File: src/logic/link_status_pkg.sv
package link_status_pkg;

  // ---------------------------------------------------------------
  // Sizes
  // ---------------------------------------------------------------
  localparam int NUM_LANES = 8;
  localparam int CNT_W = 8;
  localparam int ADDR_W = 16;
  localparam int DATA_W = 32;

  // ---------------------------------------------------------------
  // Register indices (byte address is four times the index)
  // ---------------------------------------------------------------
  localparam logic [13:0] LANE_STATUS_BASE_IDX = 14'h04b0;
  localparam logic [13:0] LANE1_STATUS_IDX = 14'h04b1;
  localparam logic [13:0] LANE2_STATUS_IDX = 14'h04b2;
  localparam logic [13:0] ERR_THRESH_IDX = 14'h04c0;
  localparam logic [13:0] LINK_CTRL_IDX = 14'h04c1;
  localparam logic [13:0] ERR_COUNT_IDX = 14'h04c2;

  // ---------------------------------------------------------------
  // Field positions and reset values
  // ---------------------------------------------------------------
  localparam int BAD_DISPARITY_BIT = 7;
  localparam int NOT_IN_TABLE_BIT = 6;
  localparam int UNEXPECTED_K_BIT = 5;
  localparam int DESKEW_BIT = 4;
  localparam int INIT_SYNC_BIT = 3;
  localparam int CONFIG_SUM_BIT = 2;
  localparam int FRAME_SYNC_BIT = 1;
  localparam int CODE_GROUP_BIT = 0;
  localparam int SKIP_ILAS_BIT = 0;
  localparam int CNT_CLEAR_BIT = 1;
  localparam int CNT_LANE_LSB = 8;
  localparam logic [7:0] ERR_THRESH_RST = 8'hff;
  localparam logic [7:0] LANE_STATUS_RST = 8'h00;
  localparam logic [1:0] RESP_OKAY = 2'h0;
  localparam logic [1:0] RESP_SLVERR = 2'h2;

  // ---------------------------------------------------------------
  // Carriers
  // ---------------------------------------------------------------
  typedef struct packed {
    logic awvalid;
    logic [ADDR_W-1:0] awaddr;
    logic wvalid;
    logic [DATA_W-1:0] wdata;
    logic [3:0] wstrb;
    logic bready;
    logic arvalid;
    logic [ADDR_W-1:0] araddr;
    logic rready;
  } axil_req_t;

  typedef struct packed {
    logic awready;
    logic wready;
    logic bvalid;
    logic [1:0] bresp;
    logic arready;
    logic rvalid;
    logic [DATA_W-1:0] rdata;
    logic [1:0] rresp;
  } axil_rsp_t;

  typedef struct packed {
    logic deskew_ok;
    logic init_sync_ok;
    logic config_sum_ok;
    logic frame_sync_ok;
    logic code_group_ok;
  } lane_sync_t;

  typedef struct packed {
    logic bad_disparity;
    logic not_in_table;
    logic unexpected_k;
  } lane_err_t;

  typedef struct packed {
    logic [2:0][CNT_W-1:0] cnt;
    lane_err_t flags;
  } counter_state_t;

  typedef struct packed {
    logic aw_held;
    logic [ADDR_W-1:0] aw_addr;
    logic w_held;
    logic [DATA_W-1:0] w_data;
    logic [3:0] w_strb;
    logic bvalid;
    logic [1:0] bresp;
    logic rvalid;
    logic [DATA_W-1:0] rdata;
    logic [1:0] rresp;
    logic [7:0] thresh;
    logic skip_ilas;
    logic cnt_clear;
    logic [2:0] cnt_lane;
  } slave_state_t;

endpackage

File: src/logic/lane_error_counter.sv
`timescale 1ns/10ps
module lane_error_counter #(
  parameter int CNT_W = link_status_pkg::CNT_W
) (
  input wire logic clk, // System clock.
  input wire logic rst, // Asynchronous reset, active high.
  input wire logic clear, // One-cycle pulse that zeroes the counts.
  input link_status_pkg::lane_err_t err_pulse, // One-cycle error events.
  input wire logic [CNT_W-1:0] thresh, // Error threshold.
  output link_status_pkg::lane_err_t flags, // Count at or above threshold.
  output logic [2:0][CNT_W-1:0] counts // Current counts.
);

  link_status_pkg::counter_state_t st_r;
  link_status_pkg::counter_state_t st_nxt;
  logic [2:0] ev;

  // Saturating counters; an event in the clear cycle still counts.
  always_comb begin
    st_nxt = st_r;
    ev = err_pulse;
    for (int i = 0; i < 3; i++) begin
      if (clear) begin
        st_nxt.cnt[i] = {CNT_W{1'b0}};
      end
      if (ev[i] && (st_nxt.cnt[i] != {CNT_W{1'b1}})) begin
        st_nxt.cnt[i] = st_nxt.cnt[i] + 1'b1;
      end
    end
    st_nxt.flags.bad_disparity = st_nxt.cnt[2] >= thresh;
    st_nxt.flags.not_in_table = st_nxt.cnt[1] >= thresh;
    st_nxt.flags.unexpected_k = st_nxt.cnt[0] >= thresh;
  end

  // State register.
  always_ff @(posedge clk or posedge rst) begin
    if (rst) begin
      st_r <= '0;
    end else begin
      st_r <= st_nxt;
    end
  end

  assign flags = st_r.flags;
  assign counts = st_r.cnt;

endmodule // lane_error_counter

File: src/logic/serial_lane_link_status.sv
// Operation
// Bit 7 is one when bad disparity count is at or above threshold.
// Bit 6 is one when not-in-table count is at or above threshold.
// Bit 5 is one when unexpected control character count reaches threshold.
// Bit 4 shows interlane deskew achieved, zero when deskew failed.
// Bit 3 shows initial lane alignment achieved, zero when lost.
// Bit 2 shows received configuration checksum correct.
// Bit 1 shows frame sync achieved, zero when lost.
// Bit 0 shows code group sync achieved, zero when lost.
// Software ignores bits 4 to 1 while alignment sequence is skipped.
// Each lane keeps one 8-bit counter per counted error type.
// Status bits are live, not sticky; writes to them do nothing.
`timescale 1ns/10ps
module serial_lane_link_status #(
  parameter int NUM_LANES = link_status_pkg::NUM_LANES
) (
  input wire logic clk, // System clock, 100 MHz.
  input wire logic rst, // Asynchronous reset, active high.
  input link_status_pkg::axil_req_t axi_req, // AXI4-Lite master signals.
  output link_status_pkg::axil_rsp_t axi_rsp, // AXI4-Lite slave signals.
  input link_status_pkg::lane_sync_t [NUM_LANES-1:0] lane_sync, // Per-lane sync levels.
  input link_status_pkg::lane_err_t [NUM_LANES-1:0] lane_err, // Per-lane error pulses.
  output logic skip_lane_alignment_sequence // Link runs without alignment sequence.
);

  // ---------------------------------------------------------------
  // Per-lane error counters
  // ---------------------------------------------------------------
  // Whole slave state lives in one register; its next value is built below.
  link_status_pkg::slave_state_t st_r;
  link_status_pkg::slave_state_t st_nxt;
  link_status_pkg::lane_err_t [NUM_LANES-1:0] err_flags;
  logic [NUM_LANES-1:0][2:0][link_status_pkg::CNT_W-1:0] err_counts;

  // One counter block per lane.
  for (genvar g = 0; g < NUM_LANES; g++) begin : g_lane
    lane_error_counter #(
      .CNT_W(link_status_pkg::CNT_W)
    ) u_cnt (
      .clk(clk),
      .rst(rst),
      .clear(st_r.cnt_clear),
      .err_pulse(lane_err[g]),
      .thresh(st_r.thresh),
      .flags(err_flags[g]),
      .counts(err_counts[g])
    );
  end

  // ---------------------------------------------------------------
  // Helpers
  // ---------------------------------------------------------------
  // Assembles one lane status byte from live inputs and counter flags.
  function automatic logic [7:0] status_byte(input link_status_pkg::lane_err_t f,
                                             input link_status_pkg::lane_sync_t s);
    logic [7:0] b;
    b = link_status_pkg::LANE_STATUS_RST;
    b[link_status_pkg::BAD_DISPARITY_BIT] = f.bad_disparity;
    b[link_status_pkg::NOT_IN_TABLE_BIT] = f.not_in_table;
    b[link_status_pkg::UNEXPECTED_K_BIT] = f.unexpected_k;
    b[link_status_pkg::DESKEW_BIT] = s.deskew_ok;
    b[link_status_pkg::INIT_SYNC_BIT] = s.init_sync_ok;
    b[link_status_pkg::CONFIG_SUM_BIT] = s.config_sum_ok;
    b[link_status_pkg::FRAME_SYNC_BIT] = s.frame_sync_ok;
    b[link_status_pkg::CODE_GROUP_BIT] = s.code_group_ok;
    return b;
  endfunction

  // Tells whether a word index falls on a lane status register.
  function automatic logic is_lane_idx(input logic [13:0] idx);
    return (idx >= link_status_pkg::LANE_STATUS_BASE_IDX) &&
           (idx < link_status_pkg::LANE_STATUS_BASE_IDX + 14'(NUM_LANES));
  endfunction

  // ---------------------------------------------------------------
  // Register decode
  // ---------------------------------------------------------------
  // Tells whether a word index names a register; any other index answers with an error.
  function automatic logic is_mapped_idx(input logic [13:0] idx);
    return is_lane_idx(idx) ||
           (idx == link_status_pkg::ERR_THRESH_IDX) ||
           (idx == link_status_pkg::LINK_CTRL_IDX) ||
           (idx == link_status_pkg::ERR_COUNT_IDX);
  endfunction

  // Turns a byte address into a word index; the two low address bits are ignored.
  function automatic logic [13:0] word_idx(input logic [link_status_pkg::ADDR_W-1:0] a);
    return a[link_status_pkg::ADDR_W-1:2];
  endfunction

  // Builds the control word as read back; the clear bit is a pulse and reads zero.
  function automatic logic [31:0] ctrl_word(input logic skip, input logic [2:0] lane);
    logic [31:0] w;
    w = '0;
    w[link_status_pkg::SKIP_ILAS_BIT] = skip;
    w[link_status_pkg::CNT_LANE_LSB +: 3] = lane;
    return w;
  endfunction

  // Places the three counts of one lane in the low bytes, bad disparity highest.
  function automatic logic [31:0] count_word(
    input logic [2:0][link_status_pkg::CNT_W-1:0] c
  );
    return 32'(c);
  endfunction

  // ---------------------------------------------------------------
  // AXI4-Lite slave
  // ---------------------------------------------------------------
  logic aw_take;
  logic w_take;
  logic ar_take;
  logic [13:0] widx;
  logic [13:0] ridx;
  logic [13:0] lane_off;
  logic [2:0] lane_sel;

  // ---------------------------------------------------------------
  // Bus outputs
  // ---------------------------------------------------------------
  // Readies are combinational, so a refusal shows in the cycle of the request.
  assign axi_rsp.awready = !st_r.aw_held && !st_r.bvalid;
  assign axi_rsp.wready = !st_r.w_held && !st_r.bvalid;
  assign axi_rsp.arready = !st_r.rvalid;
  assign axi_rsp.bvalid = st_r.bvalid;
  assign axi_rsp.bresp = st_r.bresp;
  assign axi_rsp.rvalid = st_r.rvalid;
  assign axi_rsp.rdata = st_r.rdata;
  assign axi_rsp.rresp = st_r.rresp;

  // Skip mode leaves the status bits driven; software is expected to ignore them.
  assign skip_lane_alignment_sequence = st_r.skip_ilas;

  // Next-state logic for both channels and the control registers.
  always_comb begin
    // Hold everything by default; the counter clear strobe lasts one cycle only.
    st_nxt = st_r;
    st_nxt.cnt_clear = 1'b0;
    // A channel is taken at the edge where its valid meets its ready.
    aw_take = axi_req.awvalid && axi_rsp.awready;
    w_take = axi_req.wvalid && axi_rsp.wready;
    ar_take = axi_req.arvalid && axi_rsp.arready;
    // Word indices of both addresses and the lane that a status read selects.
    widx = word_idx(st_r.aw_addr);
    ridx = word_idx(axi_req.araddr);
    lane_off = ridx - link_status_pkg::LANE_STATUS_BASE_IDX;
    lane_sel = lane_off[2:0];
    // Address and data are held apart, so the master may offer them in either order.
    if (aw_take) begin
      st_nxt.aw_held = 1'b1;
      st_nxt.aw_addr = axi_req.awaddr;
    end
    if (w_take) begin
      st_nxt.w_held = 1'b1;
      st_nxt.w_data = axi_req.wdata;
      st_nxt.w_strb = axi_req.wstrb;
    end
    // Write commit once both address and data are held.
    if (st_r.aw_held && st_r.w_held) begin
      st_nxt.aw_held = 1'b0;
      st_nxt.w_held = 1'b0;
      st_nxt.bvalid = 1'b1;
      st_nxt.bresp = link_status_pkg::RESP_OKAY;
      // A field changes only when the byte strobe that carries it is set.
      if (widx == link_status_pkg::ERR_THRESH_IDX) begin
        if (st_r.w_strb[0]) begin
          st_nxt.thresh = st_r.w_data[7:0];
        end
      end else if (widx == link_status_pkg::LINK_CTRL_IDX) begin
        if (st_r.w_strb[0]) begin
          st_nxt.skip_ilas = st_r.w_data[link_status_pkg::SKIP_ILAS_BIT];
          st_nxt.cnt_clear = st_r.w_data[link_status_pkg::CNT_CLEAR_BIT];
        end
        if (st_r.w_strb[1]) begin
          st_nxt.cnt_lane = st_r.w_data[link_status_pkg::CNT_LANE_LSB +: 3];
        end
      end else if (!is_mapped_idx(widx)) begin
        st_nxt.bresp = link_status_pkg::RESP_SLVERR;
      end
      // Status and count registers are read-only; a write leaves them alone.
    end
    // A write answer drops once the master has taken it; the readies return with it.
    if (st_r.bvalid && axi_req.bready) begin
      st_nxt.bvalid = 1'b0;
    end
    // Read data stand until the master takes them.
    if (st_r.rvalid && axi_req.rready) begin
      st_nxt.rvalid = 1'b0;
    end
    // Read capture: status bits are sampled live, never latched earlier.
    if (ar_take) begin
      st_nxt.rvalid = 1'b1;
      st_nxt.rresp = link_status_pkg::RESP_OKAY;
      st_nxt.rdata = '0;
      if (is_lane_idx(ridx) && (32'(lane_sel) < NUM_LANES)) begin
        st_nxt.rdata[7:0] = status_byte(err_flags[lane_sel], lane_sync[lane_sel]);
      end else if (ridx == link_status_pkg::ERR_THRESH_IDX) begin
        st_nxt.rdata[7:0] = st_r.thresh;
      end else if (ridx == link_status_pkg::LINK_CTRL_IDX) begin
        st_nxt.rdata = ctrl_word(st_r.skip_ilas, st_r.cnt_lane);
      end else if (ridx == link_status_pkg::ERR_COUNT_IDX) begin
        if (32'(st_r.cnt_lane) < NUM_LANES) begin
          st_nxt.rdata = count_word(err_counts[st_r.cnt_lane]);
        end
      end else begin
        st_nxt.rresp = link_status_pkg::RESP_SLVERR;
      end
    end
  end

  // ---------------------------------------------------------------
  // State register
  // ---------------------------------------------------------------
  // Reset clears the whole state and then loads the threshold default.
  always_ff @(posedge clk or posedge rst) begin
    if (rst) begin
      st_r <= '0;
      st_r.thresh <= link_status_pkg::ERR_THRESH_RST;
    end else begin
      st_r <= st_nxt;
    end
  end

endmodule // serial_lane_link_status

File: config.mk
export PLATFORM = sky130hd
export DESIGN_NAME = serial_lane_link_status
export DESIGN_NICKNAME = d
export VERILOG_FILES = /design/src/logic/link_status_pkg.sv /design/src/logic/lane_error_counter.sv /design/src/logic/serial_lane_link_status.sv
export SDC_FILE = /design/constraint.sdc
export NUM_CORES = 1
export LEC_CHECK = 0
export BUFFER_PORTS_ARGS = -buffer_cell sky130_fd_sc_hd__buf_2
export CORE_UTILIZATION = 40
export DETAILED_ROUTE_END_ITERATION = 10
export GPL_TIMING_DRIVEN = 1
export PLACE_DENSITY_LB_ADDON = 0.05
export SLEW_MARGIN = 20
export SYNTH_ARGS = -nofsm -noshare
export SYNTH_HDL_FRONTEND = slang
export SYNTH_HIERARCHICAL = 1
export SYNTH_SLANG_ARGS = --single-unit
File: constraint.sdc
create_clock -name clk -period 6.9 [get_ports clk]
set_clock_uncertainty 0.15 [all_clocks]
set_input_delay 0.345 -clock clk [delete_from_list [all_inputs] [get_ports clk]]
set_output_delay 0.345 -clock clk [all_outputs]
set_load 0.05 [all_outputs]
==> out/summary.txt <==
STATUS
----------------------------------------------------------------------------------
Result of the run ................................................... finished, final reports clean

LOGIC SYNTHESIS
----------------------------------------------------------------------------------
Count of different cell masters after synthesis .....................           76
Ys async rst share ..................................................         100%
Number of synthesized register bits .................................          286
Post-Synthesis Mean Instance Area ...................................     10.3 µm²
Post-synthesis instance area ........................................   20,800 µm²
Number of enable flip-flop cells after synthesis ....................            0
Most frequently used flop master after synthesis .................... sky130_fd_sc_hd__dfrtp_1
Synth Warn # ........................................................            6
Sequential-to-total area share from yosys stat ......................        34.5%
Gate Count Post-Synth ...............................................        2,017

GLOBAL ROUTE
----------------------------------------------------------------------------------
Largest net degree at the start of global routing ...................          136
Vias in the first global route ......................................       15,800
GR Util All Layers ..................................................        24.5%
Overflow left after global routing ..................................            0
Antenna violations before repair ....................................            2
First-pass GRT wire length ..........................................    97,600 µm

STA
----------------------------------------------------------------------------------
Final count of negative-setup-slack endpoints .......................            0
Transition time of the tightest slew-check pin ......................      1.05 ns
Max Clk Rate ........................................................      244 MHz
Shortest clock period the worst path allows after layout ............      4.09 ns
Normalized max-slew margin ..........................................        28.8%
Number of failing hold endpoints at the final stage .................            0
Setup repair after global routing missed its margin .................           no
Final Cycle Share ...................................................        59.3%
Final critical-path setup slack .....................................      2.81 ns
Final Max Slew Viols ................................................            0
Fin Setup TNS .......................................................         0 ns

SETUP PATH
----------------------------------------------------------------------------------
Critical register-to-register path endpoint ......................... g_lane[0].u_cnt/flags[0]
Maximum fanout encountered on the critical timing path ..............          135
Startpoint of the worst register-to-register path ...................      st_r[3]
Worst Setup Path Type ...............................................   reg -> reg
Worst setup slack for register-to-register paths ....................      2.81 ns
Kind of capture point of the worst setup path .......................    flip-flop
Kind of launch point of the worst setup path ........................    flip-flop
Data arrival time of the critical path ..............................      4.35 ns
WP data required ....................................................      7.16 ns
Reg2reg path depth ..................................................           10

FLOORPLANNING
----------------------------------------------------------------------------------
Floorplan core area .................................................   51,300 µm²
Chip width ..........................................................       230 µm
Site row count ......................................................           83
Vert. Die Dim .......................................................       230 µm
Die area ............................................................   52,800 µm²
Initial cell density of the core ....................................        40.5%
Number of top-level pins ............................................          181

WORST HOLD PATH
----------------------------------------------------------------------------------
Hold crit path type .................................................    in -> reg
Origin of the worst min-delay path .................................. lane_err[22]
Worst min-delay path endpoint ....................................... g_lane[7].u_cnt/counts[8]
Worst hold stages ...................................................            4

PLACEMENT
----------------------------------------------------------------------------------
Input/output buffers ................................................          143
Pre-CTS setup slack .................................................      2.97 ns
Final RePlAce weighted congestion ...................................        0.888
Cell Area, Placed ...................................................   21,900 µm²
Cell count after placement ..........................................        2,768
Placed wire-length estimate after detailed placement ................    48,300 µm

POWER
----------------------------------------------------------------------------------
Internal power summed over all cells ................................      5690 µW
Fraction of power consumed by the clock network .....................        22.7%
Power density of the placed cells ...................................   409 nW/µm²
Combinational group share of total power ............................        42.6%
Net Sw Power ........................................................      3990 µW
Static leakage ......................................................    0.0101 µW
IR drop worst, VDD ..................................................     0.434 mV
Sequential Power Share ..............................................        34.7%
Switching power as a share of total power ...........................        41.2%

FINISH
----------------------------------------------------------------------------------
Share of final-layout standard cells stronger than drive strength 1 .        19.6%
Post-route cell area ................................................   23,700 µm²
Area Growth Syn to Fin ..............................................        14.0%
Filler Cell Count ...................................................        4,807
Nets ................................................................        2,524
Layout Cells excl Fill ..............................................        2,880

ROUTING
----------------------------------------------------------------------------------
Average via count per standard cell .................................         5.65
Met2 Wirelength .....................................................    27,300 µm
Wire length on met3 .................................................      3800 µm
DRC violations left .................................................            0
Iteration-0 DRC count of the detailed router ........................        1,174
Highest routed layer ................................................         met5
M1 wire length ......................................................    31,200 µm
Average detailed-routed wire length per instance ....................      22.2 µm
Count of TritonRoute iterations in the first routing pass ...........            5
Wire length reported by the detailed router .........................    63,900 µm
Routed vias .........................................................       16,300
Antenna Nets Post-Route .............................................            0

FLOW RUN
----------------------------------------------------------------------------------
Max-cap viol count ..................................................            0

CTS
----------------------------------------------------------------------------------
Total clock sinks ...................................................          286
Clock latency on the worst-skew pair ................................      0.56 ns
Root Buffer Master .................................................. sky130_fd_sc_hd__clkbuf_16
Clock tree from TritonCTS ...........................................         done
Setup fix buffers added after clock tree synthesis ..................            0
Max H-tree Level ....................................................            2
Clock buffers created by TritonCTS ..................................           38
Buffer depth of the longest clock path ..............................            3
Count of instances resized after the clock tree is built ............            0
Clock transition at the registers of the reported paths .............      0.06 ns

[worst max-delay path by stage]
stage	start	end	slack, ns	cells after the start
final	st_r[3]	g_lane[0].u_cnt/flags[0]	2.81	10
after global routing	st_r[3]	g_lane[0].u_cnt/flags[0]	2.59	10
after CTS	st_r[3]	g_lane[0].u_cnt/flags[0]	2.96	10
after detailed placement	st_r[3]	g_lane[0].u_cnt/flags[0]	2.97	10
after global placement	st_r[3]	g_lane[0].u_cnt/flags[0]	3.01	10
after floorplan	st_r[3]	g_lane[5].u_cnt/flags[0]	3.06	12
[cells in the mapped netlist (12+ instances only)]
cell                          n  area share [%]
sky130_fd_sc_hd__a2111oi_0   21            0.89
sky130_fd_sc_hd__a211oi_1    47             1.7
sky130_fd_sc_hd__a21oi_1     63             1.5
sky130_fd_sc_hd__a31oi_1     52             1.6
sky130_fd_sc_hd__and3_1      17            0.51
sky130_fd_sc_hd__and4_1      26             1.1
sky130_fd_sc_hd__buf_2       25            0.60
sky130_fd_sc_hd__buf_4       39             1.4
sky130_fd_sc_hd__clkbuf_1    15            0.27
sky130_fd_sc_hd__dfrtp_1    278              34
sky130_fd_sc_hd__ha_1       216              13
sky130_fd_sc_hd__inv_1      108             2.0
sky130_fd_sc_hd__mux2_2      54             2.9
sky130_fd_sc_hd__mux2i_1     39             1.9
sky130_fd_sc_hd__mux4_2      64             6.9
sky130_fd_sc_hd__nand2_1     99             1.8
sky130_fd_sc_hd__nand2b_1    48             1.4
sky130_fd_sc_hd__nand3_1     46             1.1
sky130_fd_sc_hd__nand4_1     56             1.7
sky130_fd_sc_hd__nand4b_1    15            0.63
sky130_fd_sc_hd__nor2_1     185             3.3
sky130_fd_sc_hd__nor2b_1     75             2.3
sky130_fd_sc_hd__nor3_1      53             1.3
sky130_fd_sc_hd__nor4_1      12            0.36
sky130_fd_sc_hd__nor4b_1     12            0.51
sky130_fd_sc_hd__o21a_1      21            0.76
sky130_fd_sc_hd__o21ai_0     27            0.65
sky130_fd_sc_hd__o311ai_0    14            0.59
sky130_fd_sc_hd__o31ai_1     26            0.94
sky130_fd_sc_hd__xnor2_1     49             2.1
sky130_fd_sc_hd__xor2_1      38             1.6
[registers in the layout, summed over array words and instances, names as in the netlist]
name	count
skip_lane_alignment_sequence	1
g_lane.u_cnt/flags	24
g_lane.u_cnt/counts	192
st_r	41
axi_rsp	28
[logic make-up after synthesis]
| logic type | count (synthesis) | synth area share [%] |
|---|---|---|
| simple gates | 719 | 19.4 |
| compound gates | 329 | 11.7 |
| flops | 286 | 34.5 |
| fa+ha+maj | 216 | 13.0 |
| buf+inv | 204 | 4.88 |
| xor+xnor | 87 | 3.67 |
| mux | 175 | 12.9 |
| other cells | 1 | 0.0181 |
[critical path, cell delays in order, from the launching register on]
cell,delay (ns)
sky130_fd_sc_hd__dfrtp_4,0.64
sky130_fd_sc_hd__buf_12,0.27
sky130_fd_sc_hd__nor2b_2,0.33
sky130_fd_sc_hd__ha_1,0.27
sky130_fd_sc_hd__nand4_1,0.16
sky130_fd_sc_hd__or3_1,0.42
sky130_fd_sc_hd__nand2_2,0.12
sky130_fd_sc_hd__mux2_1,0.36
sky130_fd_sc_hd__ha_1,0.29
sky130_fd_sc_hd__a2111oi_0,0.56
sky130_fd_sc_hd__o31ai_1,0.17
[stage by stage]
step | hold slack, ns | util, % | power, µW
2_1_floorplan | 0.248 | - | 6080
3_3_place_gp | 0.205 | 42.6 | 7320
3_5_place_dp | 0.232 | 42.6 | 7430
4_1_cts | 0.00129 | 46.1 | 9720
5_1_grt | 0.0381 | 46.1 | 10500
6_report | 0.0273 | 46.1 | 9690
[power by group through the flow]
| stage | Combinational (µW) | Clock (µW) | Sequential (µW) |
|---|---|---|---|
| final | 4130 | 2190 | 3360 |
| after detailed placement | 4080 | 0 | 3340 |
| after global routing | 4680 | 2320 | 3460 |
| after CTS | 4140 | 2250 | 3330 |
| after floorplan | 3200 | 0 | 2880 |
| after global placement | 3980 | 0 | 3340 |
[layout by cell type, fill, tap and decap left out, types with 11 or more instances in the layout]
master,instances
sky130_fd_sc_hd__a2111oi_0,21
sky130_fd_sc_hd__a211oi_1,47
sky130_fd_sc_hd__a21oi_1,63
sky130_fd_sc_hd__a31oi_1,52
sky130_fd_sc_hd__and3_1,17
sky130_fd_sc_hd__and4_1,26
sky130_fd_sc_hd__buf_2,143
sky130_fd_sc_hd__buf_4,11
sky130_fd_sc_hd__clkbuf_16,41
sky130_fd_sc_hd__dfrtp_1,275
sky130_fd_sc_hd__dlygate4sd3_1,41
sky130_fd_sc_hd__ha_1,216
sky130_fd_sc_hd__inv_1,102
sky130_fd_sc_hd__mux2_2,54
sky130_fd_sc_hd__mux2i_1,39
sky130_fd_sc_hd__mux4_2,64
sky130_fd_sc_hd__nand2_1,99
sky130_fd_sc_hd__nand2b_1,48
sky130_fd_sc_hd__nand3_1,46
sky130_fd_sc_hd__nand4_1,56
sky130_fd_sc_hd__nand4b_1,15
sky130_fd_sc_hd__nor2_1,185
sky130_fd_sc_hd__nor2b_1,75
sky130_fd_sc_hd__nor3_1,53
sky130_fd_sc_hd__nor4_1,12
sky130_fd_sc_hd__nor4b_1,12
sky130_fd_sc_hd__o21a_1,21
sky130_fd_sc_hd__o21ai_0,27
sky130_fd_sc_hd__o311ai_0,14
sky130_fd_sc_hd__o31ai_1,26
sky130_fd_sc_hd__xnor2_1,49
sky130_fd_sc_hd__xor2_1,38
[routing by layer]
metal	global-route usage (%)	up-vias
met5	0	-
met4	6.23	2
met3	4.32	82
met2	36.5	499
met1	36.3	7917
li1	-	7765
[repair_timing]
item                                   in CTS  in global routing
hold buffers                               41                  0
setup endpoints to repair                   0                  0
endpoints found under the hold margin     265                  0
[area by class of cell]
type	count	area, µm²	share of cell area [%]
sequential	286	7180	30.3
clock inverter	14	245	1.04
clock buffer	56	1130	4.78
tap	680	851	3.59
timing repair buffer	196	1230	5.19
multi-input combinational	1536	12600	53.3
inverter	111	418	1.77
antenna	1	2.50	0.0106
Power figures use the tool's default switching activity.
